<file path="src/psq_pkg.sv">
// Purpose: shared constants and types for the program sequencer
// Assumes: one clock, synchronous active-high reset
// Notes: command codes are local to this block
package psq_pkg;
	localparam int PC_W = 13;
	localparam int LOW_W = 8;
	localparam int HIGH_W = PC_W - LOW_W;
	localparam int WORD_W = 16;
	localparam int STACK_DEPTH = 6;
	localparam int SP_W = 3;
	localparam logic [PC_W-1:0] RESET_VECTOR = 13'h0000;
	localparam logic [PC_W-1:0] PC_ONE = 13'h0001;
	localparam logic [SP_W-1:0] SP_EMPTY = 3'h0;
	localparam logic [SP_W-1:0] SP_FULL = 3'h6;
	localparam logic [SP_W-1:0] SP_ONE = 3'h1;
	localparam logic [7:0] REG_PC_LOW_BYTE = 8'h06;
	localparam logic [7:0] REG_TABLE_HIGH = 8'h08;
	localparam logic [7:0] REG_STACK_STAT = 8'h0B;

	typedef enum logic [3:0] {
		CMD_NEXT = 4'h0,
		CMD_JUMP = 4'h1,
		CMD_CALL = 4'h2,
		CMD_RETURN = 4'h3,
		CMD_INT_RETURN = 4'h4,
		CMD_SKIP = 4'h5,
		CMD_TABLE = 4'h6,
		CMD_TABLE_LAST = 4'h7,
		CMD_EXT_TABLE = 4'h8,
		CMD_EXT_TABLE_LAST = 4'h9,
		CMD_HOLD = 4'hF
	} psq_cmd_t;

	typedef enum logic [1:0] {
		ST_RUN = 2'b00,
		ST_DUMMY = 2'b01,
		ST_TABLE = 2'b10
	} psq_state_t;

	typedef struct packed {
		psq_cmd_t cmd;
		logic [PC_W-1:0] target;
		logic [LOW_W-1:0] tblLow;
		logic [LOW_W-1:0] tblHigh;
		logic [11:0] destAddr;
	} psq_instr_t;

	typedef struct packed {
		logic valid;
		logic [11:0] addr;
		logic [LOW_W-1:0] data;
	} psq_dwrite_t;
endpackage

</file>
<file path="src/psq_sequencer.sv">
// Purpose: program counter, return stack and table read sequencing
// Assumes: program memory answers a fetch address with data one cycle later
// Notes: register reads return data one cycle after the strobe
module psq_sequencer
	import psq_pkg::*;
#(
	parameter int DEPTH = STACK_DEPTH
) (
	// clock and reset
	input wire logic clk_sys,
	input wire logic rst,
	// instruction execution unit
	input wire psq_instr_t instr,
	input wire logic skipTaken,
	input wire logic intRequest,
	input wire logic [PC_W-1:0] intVector,
	input wire logic aluDone,
	input wire logic [3:0] aluFlags,
	output logic instrReady,
	output logic intAck,
	output logic [3:0] statusFlags,
	// program memory
	output logic [PC_W-1:0] fetchAddr,
	input wire logic [WORD_W-1:0] fetchData,
	// data memory write of table low byte
	output psq_dwrite_t tableWrite,
	// register port
	input wire logic [7:0] regAddr,
	input wire logic [7:0] regWrData,
	input wire logic regWr,
	input wire logic regRd,
	output logic [7:0] regRdData,
	// state visible to the core
	output logic [PC_W-1:0] pcValue,
	output logic [LOW_W-1:0] tableHighByteLatch
);
	psq_state_t state_r, state_nxt;
	logic [PC_W-1:0] pc_r, pc_nxt;
	logic [PC_W-1:0] stack_r [DEPTH];
	logic [SP_W-1:0] sp_r, sp_nxt;
	logic [LOW_W-1:0] table_high_byte_latch_r;
	logic [3:0] status_r;
	logic [7:0] rdData_r;
	logic [11:0] tblDest_r;
	logic tblSector0_r;
	psq_dwrite_t tableWrite_r;
	logic intAck_r;
	logic stackFull;
	logic doPush, doPop, doInt, pclWrite;
	logic [PC_W-1:0] tableAddr;

	function automatic logic isTable(input psq_cmd_t c);
		return c == CMD_TABLE || c == CMD_TABLE_LAST || c == CMD_EXT_TABLE ||
			c == CMD_EXT_TABLE_LAST;
	endfunction

	function automatic logic isExtTable(input psq_cmd_t c);
		return c == CMD_EXT_TABLE || c == CMD_EXT_TABLE_LAST;
	endfunction

	// tied to the depth parameter so a stack up to 7 deep (the 3-bit SP_W limit) still fills at its last level
	assign stackFull = (sp_r == SP_W'(DEPTH));
	// a full stack leaves the request pending until a return frees a level
	assign doInt = intRequest && !stackFull && state_r == ST_RUN;
	assign pclWrite = regWr && regAddr == REG_PC_LOW_BYTE;
	// a pc low write outranks the command, so a call beside it must not push
	assign doPush = state_r == ST_RUN && (doInt || (!pclWrite && instr.cmd == CMD_CALL));
	assign doPop = state_r == ST_RUN && !doInt && !pclWrite &&
		(instr.cmd == CMD_RETURN || instr.cmd == CMD_INT_RETURN);
	// pointer high bits beyond the pc width are dropped
	assign tableAddr = {instr.tblHigh[HIGH_W-1:0], instr.tblLow};
	assign instrReady = (state_r == ST_RUN);

	always_comb begin
		state_nxt = ST_RUN;
		pc_nxt = pc_r;
		if (state_r == ST_RUN) begin
			if (doInt) begin
				pc_nxt = intVector;
				state_nxt = ST_DUMMY;
			end else if (pclWrite) begin
				pc_nxt = {pc_r[PC_W-1:LOW_W], regWrData};
				state_nxt = ST_DUMMY;
			end else begin
				case (instr.cmd)
					CMD_JUMP, CMD_CALL: begin
						pc_nxt = instr.target;
						state_nxt = ST_DUMMY;
					end
					CMD_RETURN, CMD_INT_RETURN: begin
						// an empty stack has no entry to pop; step on instead of reading junk
						if (sp_r == SP_EMPTY) begin
							pc_nxt = pc_r + PC_ONE;
						end else begin
							pc_nxt = stack_r[sp_r - SP_ONE];
						end
						state_nxt = ST_DUMMY;
					end
					CMD_SKIP: begin
						pc_nxt = pc_r + PC_ONE;
						if (skipTaken) begin
							state_nxt = ST_DUMMY;
						end
					end
					CMD_TABLE, CMD_TABLE_LAST, CMD_EXT_TABLE, CMD_EXT_TABLE_LAST: begin
						state_nxt = ST_TABLE;
					end
					CMD_HOLD: begin
						pc_nxt = pc_r;
					end
					default: begin
						pc_nxt = pc_r + PC_ONE;
					end
				endcase
			end
		end else if (state_r == ST_DUMMY) begin
			// the discarded prefetch slot; fetch at the new pc
			pc_nxt = pc_r + PC_ONE;
		end else begin
			pc_nxt = pc_r + PC_ONE;
		end
	end

	always_ff @(posedge clk_sys) begin
		if (rst) begin
			state_r <= ST_RUN;
			pc_r <= RESET_VECTOR;
		end else begin
			state_r <= state_nxt;
			pc_r <= pc_nxt;
		end
	end

	// stack storage; a push on a full stack shifts the oldest entry out
	genvar gi;
	generate
		for (gi = 0; gi < DEPTH; gi++) begin : gStack
			always_ff @(posedge clk_sys) begin
				if (rst) begin
					stack_r[gi] <= RESET_VECTOR;
				end else if (doPush) begin
					if (stackFull) begin
						if (gi == DEPTH - 1) begin
							stack_r[gi] <= pc_r;
						end else begin
							stack_r[gi] <= stack_r[gi + 1];
						end
					end else if (sp_r == SP_W'(gi)) begin
						stack_r[gi] <= pc_r;
					end
				end
			end
		end
	endgenerate

	always_comb begin
		sp_nxt = sp_r;
		if (doPush && !stackFull) begin
			sp_nxt = sp_r + SP_ONE;
		end else if (doPop && sp_r != SP_EMPTY) begin
			sp_nxt = sp_r - SP_ONE;
		end
	end

	always_ff @(posedge clk_sys) begin
		if (rst) begin
			sp_r <= SP_EMPTY;
		end else begin
			sp_r <= sp_nxt;
		end
	end

	always_ff @(posedge clk_sys) begin
		if (rst) begin
			intAck_r <= 1'b0;
		end else begin
			intAck_r <= doInt;
		end
	end

	// table read: address in first cycle, word captured in second
	always_ff @(posedge clk_sys) begin
		if (rst) begin
			tblDest_r <= 12'h000;
			tblSector0_r <= 1'b0;
		end else if (state_r == ST_RUN && isTable(instr.cmd)) begin
			// standard forms reach sector 0 only
			tblSector0_r <= !isExtTable(instr.cmd);
			tblDest_r <= instr.destAddr;
		end
	end

	always_ff @(posedge clk_sys) begin
		if (rst) begin
			table_high_byte_latch_r <= 8'h00;
			tableWrite_r <= '0;
		end else begin
			tableWrite_r.valid <= 1'b0;
			if (state_r == ST_TABLE) begin
				table_high_byte_latch_r <= fetchData[WORD_W-1:LOW_W];
				tableWrite_r.valid <= 1'b1;
				tableWrite_r.addr <= tblSector0_r ? {4'h0, tblDest_r[7:0]} : tblDest_r;
				tableWrite_r.data <= fetchData[LOW_W-1:0];
			end else if (regWr && regAddr == REG_TABLE_HIGH) begin
				table_high_byte_latch_r <= regWrData;
			end
		end
	end

	always_ff @(posedge clk_sys) begin
		if (rst) begin
			status_r <= 4'h0;
		end else if (aluDone) begin
			status_r <= aluFlags;
		end
	end

	always_ff @(posedge clk_sys) begin
		if (rst) begin
			rdData_r <= 8'h00;
		end else if (regRd) begin
			case (regAddr)
				REG_PC_LOW_BYTE: rdData_r <= pc_r[LOW_W-1:0];
				REG_TABLE_HIGH: rdData_r <= table_high_byte_latch_r;
				default: rdData_r <= 8'h00;
			endcase
		end else begin
			rdData_r <= 8'h00;
		end
	end

	// a table fetch borrows the bus for one cycle; pc is parked meanwhile
	assign fetchAddr = (state_r == ST_RUN && isTable(instr.cmd)) ? tableAddr : pc_r;
	assign pcValue = pc_r;
	assign tableHighByteLatch = table_high_byte_latch_r;
	assign tableWrite = tableWrite_r;
	assign intAck = intAck_r;
	assign statusFlags = status_r;
	assign regRdData = rdData_r;
endmodule

</file>
<file path="config.mk">
export PLATFORM = sky130hd
export DESIGN_NAME = psq_sequencer
export DESIGN_NICKNAME = d
export VERILOG_FILES = /design/src/psq_pkg.sv /design/src/psq_sequencer.sv
export SDC_FILE = /design/constraint.sdc
export NUM_CORES = 1
export LEC_CHECK = 0
export ABC_AREA = 1
export BUFFER_PORTS_ARGS = -buffer_cell sky130_fd_sc_hd__buf_2
export CAP_MARGIN = 20
export CORE_MARGIN = 8
export CORE_UTILIZATION = 55
export DETAILED_ROUTE_END_ITERATION = 8
export PLACE_DENSITY = 0.8
export REMOVE_ABC_BUFFERS = 1
export SYNTH_ARGS = -nofsm -noshare
export SYNTH_HDL_FRONTEND = slang
export SYNTH_SLANG_ARGS = --single-unit
export TNS_END_PERCENT = 50
</file>
<file path="constraint.sdc">
create_clock -name clk_sys -period 2.96 [get_ports clk_sys]
set_input_delay 0.148 -clock clk_sys [delete_from_list [all_inputs] [get_ports clk_sys]]
set_output_delay 0.148 -clock clk_sys [all_outputs]
set_load 0.01 [all_outputs]
</file>
==> impl_results.rst, run 1 <==
.. list-table::
   :header-rows: 1

   * - Metric
     - Value
   * - Worst endpoint required time
     - 3020 ps
   * - Overall routed net length
     - 24.8 mm
   * - Most frequently used cell type in the post-synthesis netlist
     - nand2_1
   * - Final TNS setup
     - 0 ps
   * - Area of the placeable core
     - 0.0143 mm²
   * - Number of nets still failing antenna checks after routing
     - 0
   * - Final setup vio count
     - 0
   * - Worst clock skew
     - 6.48 ps
   * - Global placement routability congestion
     - 0.902
   * - Die height
     - 136 µm
   * - Area enclosed by the die boundary
     - 0.0185 mm²
   * - Starting DRC count in detailed routing
     - 722
   * - Leakage power total
     - 4.41 nW
   * - Buffer depth of the longest clock path
     - 2
   * - Worst hold margin
     - 5.24 ps
   * - Sink Count
     - 151
   * - Share of synthesized registers carrying an async set or reset
     - 0%
   * - Dominant cells by area after synthesis
     - edfxtp_1 30%, dfxtp_1 18%, nand2_1 12%
   * - Aggregate global routing overflow
     - 0
   * - RSZ-0062 raised after global routing
     - false
   * - Synth warnings
     - 0
   * - Clock-pin slew reported for the worst setup and hold paths after clock tree synthesis
     - 60 ps
   * - Crit Path Max Fanout
     - 13
   * - Syn Area/Cell
     - 7.61 µm²
   * - Met2 Track Usage GR
     - 42.4%
   * - Kind of end point of the critical path
     - flip-flop
   * - Slew @ Worst Pin
     - 973 ps
   * - Area overhead of the layout relative to synthesis
     - 22.9%
   * - Filler Cell Count
     - 1,198
   * - Global-route layer with the greatest usage
     - met2
   * - CTS tree
     - done
   * - Largest net degree at the start of global routing
     - 58
   * - Share of layout cells above drive strength 1
     - 18.7%
   * - Path class of the lowest-slack min-delay path
     - in -> reg
   * - Met3 global-route usage
     - 5.99%
   * - Data arrival time of the critical path
     - 2700 ps
   * - Total count of hold-check failures in the final report
     - 0
   * - Post-CTS Resized
     - 0
   * - Largest voltage drop on the vdd net
     - 0.432 mV
   * - Non-filler instance count after layout
     - 1,417
   * - Worst slew margin relative to its limit
     - 34.7%
   * - Portion of synthesized cell area occupied by the leading cell type
     - 29.6%
   * - Via count of the first global-routing pass
     - 7,530
   * - Most common flop cell mapped by yosys
     - edfxtp_1
   * - Initial antenna violation count
     - 0
   * - Flops & latches, synth
     - 151
   * - First-pass GRT wire length
     - 37.9 mm
   * - Run status
     - complete, no violations
   * - Clk Latency, worst-skew pair
     - 430 ps
   * - Number of synthesized flops with an enable pin
     - 78
   * - Setup CP Type
     - reg -> reg
   * - Initial DRT Pass Iterations
     - 5
   * - Register cell area after layout
     - 0.00380 mm²
   * - CTS buffer count
     - 17
   * - Via count
     - 7,955
   * - Initial Utilization
     - 55.3%
   * - Min Clock Period, post-route
     - 2640 ps
   * - # port buffers
     - 166
   * - Number of top-level design ports
     - 170
   * - Number of nets in the layout
     - 1,326
   * - Critical Path Start Type
     - flip-flop
   * - Max-Cap Viols
     - 0
   * - Gr usage total
     - 26.0%
   * - Cell taking the most area after synthesis
     - edfxtp_1
   * - Die Width
     - 136 µm
   * - Power per cell area
     - 613 mW/mm²
   * - H-Tree Depth
     - 4
   * - Num rows
     - 44
   * - HPWL reported at the end of detailed placement
     - 16.5 mm
   * - Via density
     - 5.61
   * - Max Fclk
     - 378 MHz
   * - Met1 global-route usage
     - 32.9%
   * - Root Driver
     - clkbuf_16
   * - Remaining DRCs
     - 0
   * - Area of combinational cells with multiple inputs
     - 0.00344 mm²
   * - Count of distinct cell types in the synthesized netlist
     - 39
   * - Max-slew violation total from the final report
     - 0
   * - Most frequent cells after synthesis
     - 247 x nand2_1, 140 x nor2_1, 120 x o21ai_0, 108 x inv_1, 78 x edfxtp_1
   * - Post-synthesis instance total
     - 1,041
   * - Final Cycle Share
     - 89.3%
   * - Inst Count DP
     - 1,356
   * - WL per Instance
     - 17.5 µm
   * - Fraction of the yosys area taken by sequential cells
     - 48.0%
   * - Cell Area, Synth
     - 0.00792 mm²
==> worst paths after layout <==
path | startpoint | end | slack, ps | cells after the start
max | sp_r[0] | stack_r[0][2] | 320 | 8
min | fetchData[11] | tableHighByteLatch[3] | 5 | 3
max reg2reg | sp_r[0] | stack_r[0][2] | 320 | 8
min reg2reg | tblSector0_r | tblSector0_r | 460 | 2
==> state kept, by name (all words and copies together), names as in the netlist, 2 cells and up <==
register	cells
stack_r	78
tableWrite	21
pcValue	13
tblDest_r	12
regRdData	8
tableHighByteLatch	8
statusFlags	4
sp_r	3
state_r	2
==> cell type report <==
type	instances	share of cell area (%)
sequential	151	39.1
multi-input combinational	726	35.3
timing repair buffer	210	12.6
clock buffer	18	4.41
inverter	112	4.32
tap	184	2.37
clock inverter	14	1.86
antenna	2	0.0514
==> stage by stage <==
stage | power (mW) | setup WS, ps | utilization, % | cell area [µm²]
final | 5.97 | 317 | 68.0 | 9730
after global routing | 6.19 | 134 | 68.0 | 9730
after CTS | 5.95 | 314 | 67.9 | 9720
after detailed placement | 3.68 | 321 | 61.8 | 8850
after global placement | 3.66 | 390 | 61.8 | 8850
after floorplan | 3.21 | -412 | - | 7660
==> kinds of logic (layout without fill, tap and decap cells) <==
logic type	count (synthesis)	count (layout)	synth area share [%]
flops	151	151	48.0
other cells	0	2	0
fa+ha+maj	7	7	1.11
buf+inv	164	354	8.61
compound gates	242	242	16.9
simple gates	472	472	24.8
xor+xnor	5	5	0.553
==> repair_timing <==
| item | in CTS | in global routing |
|---|---|---|
| hold buffers | 26 | 1 |
| buffers inserted | 0 | 0 |
| hold endpoints to repair | 26 | 1 |
==> critical path, stage by stage (launching register included) <==
cell and delay [ps]:
dfxtp_1 340, inv_2 40, ha_1 250, nand2_2 210, nand3_2 110, a21boi_4 190, nor3_4 350, inv_1 220
nand2_1 560
==> cells in the final DEF (no fill, tap or decap), drive strengths merged, types with 10 or more instances in the layout <==
cell	count
nand2	248
buf	183
nor2	143
o21ai	132
inv	112
edfxtp	78
dfxtp	73
nand3	64
a21oi	49
o22ai	39
dlygate4sd3	27
clkbuf	18
nand4	11
a31oi	10
==> report_power, final <==
group | leakage [nW] | total (mW) | switching (mW) | internal [mW]
combinational | 2.71 | 1.24 | 0.826 | 0.412
clock | 0.285 | 2.26 | 0.864 | 1.40
sequential | 1.41 | 2.47 | 0.114 | 2.35
total | 4.41 | 5.97 | 1.80 | 4.16
==> routing by layer <==
layer	share of wire (%)	up-vias
met4	2.5	0
li1	-	3828
met2	48	424
met5	0	-
met3	9.4	49
met1	40	3654
Note: power is estimated with default switching activity, not from simulation.
==> run 2: changes to the inputs <==
CORE_UTILIZATION = 45   (was 55)
PLACE_DENSITY = 0.68   (was 0.8)
==> run 2 against run 1 <==
  * Critical path depth decreased by 1
  * Maximum frequency fell by 1.2%
  * Sequential power about the same
  * Utilization fell by 10 points
  * Global-route usage down 2.9 points
  * Clock-buffer cell count up 7
  * Final area up 2.4%
  * Hold slack better by 11 ps
  * Register-to-register slack worse by 30 ps
  * Combinational power rose by 3%
  * Via count is 0.78% lower
  * Worst setup slack worse by 33 ps
  * Largest cell class unchanged
  * Largest power group unchanged
==> impl_results.rst, run 2 (synthesized netlist as in run 1, its figures left out) <==
.. list-table::
   :header-rows: 1

   * - Metric
     - Value
   * - Crit Path Max Fanout
     - 13
   * - Setup CP Type
     - reg -> reg
   * - Worst setup slack for register-to-register paths
     - 280 ps
   * - Worst clock skew
     - 5.44 ps
   * - Reg2reg end
     - stack_r[0][1]
   * - Total count of hold-check failures in the final report
     - 0
   * - Number of nets still failing antenna checks after routing
     - 0
   * - Sink Count
     - 151
   * - Leading cell type in the layout, fill and taps excluded
     - nand2_1
   * - Worst endpoint required time
     - 3030 ps
   * - Max Fclk
     - 374 MHz
   * - First-pass GRT wire length
     - 40.1 mm
   * - Top register by number of flip-flops
     - stack_r
   * - Buffer depth of the longest clock path
     - 2
   * - HPWL reported at the end of detailed placement
     - 17.6 mm
   * - Via count
     - 7,893
   * - Overall routed net length
     - 25.8 mm
   * - Standard cell area after detailed placement
     - 0.00894 mm²
   * - Origin of the worst setup path
     - state_r[1]
   * - Worst hold margin
     - 16.0 ps
   * - Critical Path Start Type
     - flip-flop
   * - Cell count of the worst hold path
     - 3
   * - Data arrival time of the critical path
     - 2740 ps
   * - Reg2reg start
     - state_r[1]
   * - Die height
     - 149 µm
   * - CTS tree
     - done
   * - Die Width
     - 149 µm
   * - H-Tree Depth
     - 4
   * - Final Cycle Share
     - 90.4%
   * - CTS buffer count
     - 17
   * - Remaining DRCs
     - 0
   * - Slew @ Worst Pin
     - 921 ps
   * - Root Driver
     - clkbuf_16
   * - Aggregate global routing overflow
     - 0
   * - Number of top-level design ports
     - 170
   * - Area of the placeable core
     - 0.0172 mm²
   * - Max-slew violation total from the final report
     - 0
   * - Number of flip-flops under the largest register name
     - 78
   * - Number of nets in the layout
     - 1,342
   * - Kind of end point of the critical path
     - flip-flop
   * - Initial Utilization
     - 46.0%
   * - Initial antenna violation count
     - 1
   * - Largest voltage drop on the vdd net
     - 0.503 mV
   * - Final core utilization
     - 57.8%
   * - Number of cells on the worst reg-to-reg path
     - 7
   * - Num rows
     - 48
   * - Area enclosed by the die boundary
     - 0.0221 mm²
   * - Area overhead of the layout relative to synthesis
     - 25.8%
   * - Post-CTS Resized
     - 0
   * - WL per Instance
     - 17.5 µm
   * - Starting DRC count in detailed routing
     - 715
   * - Clock-pin slew reported for the worst setup and hold paths after clock tree synthesis
     - 60 ps
   * - Run status
     - complete, no violations
   * - Power, Total
     - 6.03 mW
   * - Via density
     - 5.36
   * - Max-Cap Viols
     - 0
   * - Via count of the first global-routing pass
     - 7,647
   * - Final setup vio count
     - 0
   * - Share of layout cells above drive strength 1
     - 19.1%
   * - Initial DRT Pass Iterations
     - 5
   * - Min Clock Period, post-route
     - 2680 ps
   * - RSZ-0062 raised after global routing
     - false
   * - # port buffers
     - 166
   * - Gr usage total
     - 23.1%
   * - Area of all placed cells without fillers
     - 0.00997 mm²
   * - Global placement routability congestion
     - 0.870
   * - Path class of the lowest-slack min-delay path
     - in -> reg
   * - Power per cell area
     - 605 mW/mm²
   * - Clk Latency, worst-skew pair
     - 430 ps
   * - Critical Path Sink
     - stack_r[0][1]
   * - Final TNS setup
     - 0 ps
   * - Worst slew margin relative to its limit
     - 38.2%
   * - Largest net degree at the start of global routing
     - 58
   * - Leakage power total
     - 4.53 nW
   * - Highest-count cells in the layout ignoring fill and taps
     - 247 x nand2_1, 166 x buf_2, 140 x nor2_1
run 2: power by group:
group | switching (mW) | internal (mW)
Sequential | 0.104 | 2.35
Clock | 0.892 | 1.40
Combinational | 0.846 | 0.433
run 2: cell type report:
class                           count  area, µm²
Clock inverter                      7       75.1
Timing Repair Buffer              226       1390
Inverter                          112        420
Sequential cell                   151       3800
Multi-Input combinational cell    726       3440
Clock buffer                       25        557
Antenna cell                        1       2.50
Fill cell                        1567       7270
Tap cell                          225        282
run 2: through the flow:
stage               std cells  setup slack, ps
floorplan                 989             -412
detailed placement       1401              310
finish                   1473              283
global placement         1401              412
CTS                      1472              283
global route             1473              145
run 2: worst max-delay path: stages (launching register included):
cell and delay (ps):
dfxtp_1 310, nor2_1 290, inv_1 210, nor2_1 230, a21boi_4 130, nor3_4 350, inv_1 230, nand2_1 560
run 2: what timing repair did:
action | in CTS | in global routing
endpoints found under the hold margin | 32 | 0
hold buffers | 39 | 0
setup buffers | 0 | 0
endpoints found under the setup margin | 0 | 0
run 2: metal layers:
layer | up-vias | track usage, % | part of all wire [%]
li1 | 3858 | - | -
met1 | 3623 | 29.0 | 41
met2 | 360 | 37.6 | 47
met3 | 52 | 5.68 | 9.0
met4 | 0 | 8.57 | 2.9
met5 | - | 0 | 0
run 2: how the worst min path moves through the flow:
stage,start,end
final,aluDone,statusFlags[3]
after detailed placement,instr[11],tblDest_r[11]
after global placement,instr[11],tblDest_r[11]
after global routing,regWrData[7],tableHighByteLatch[7]
after CTS,aluDone,statusFlags[3]
after floorplan,rst,pcValue[10]
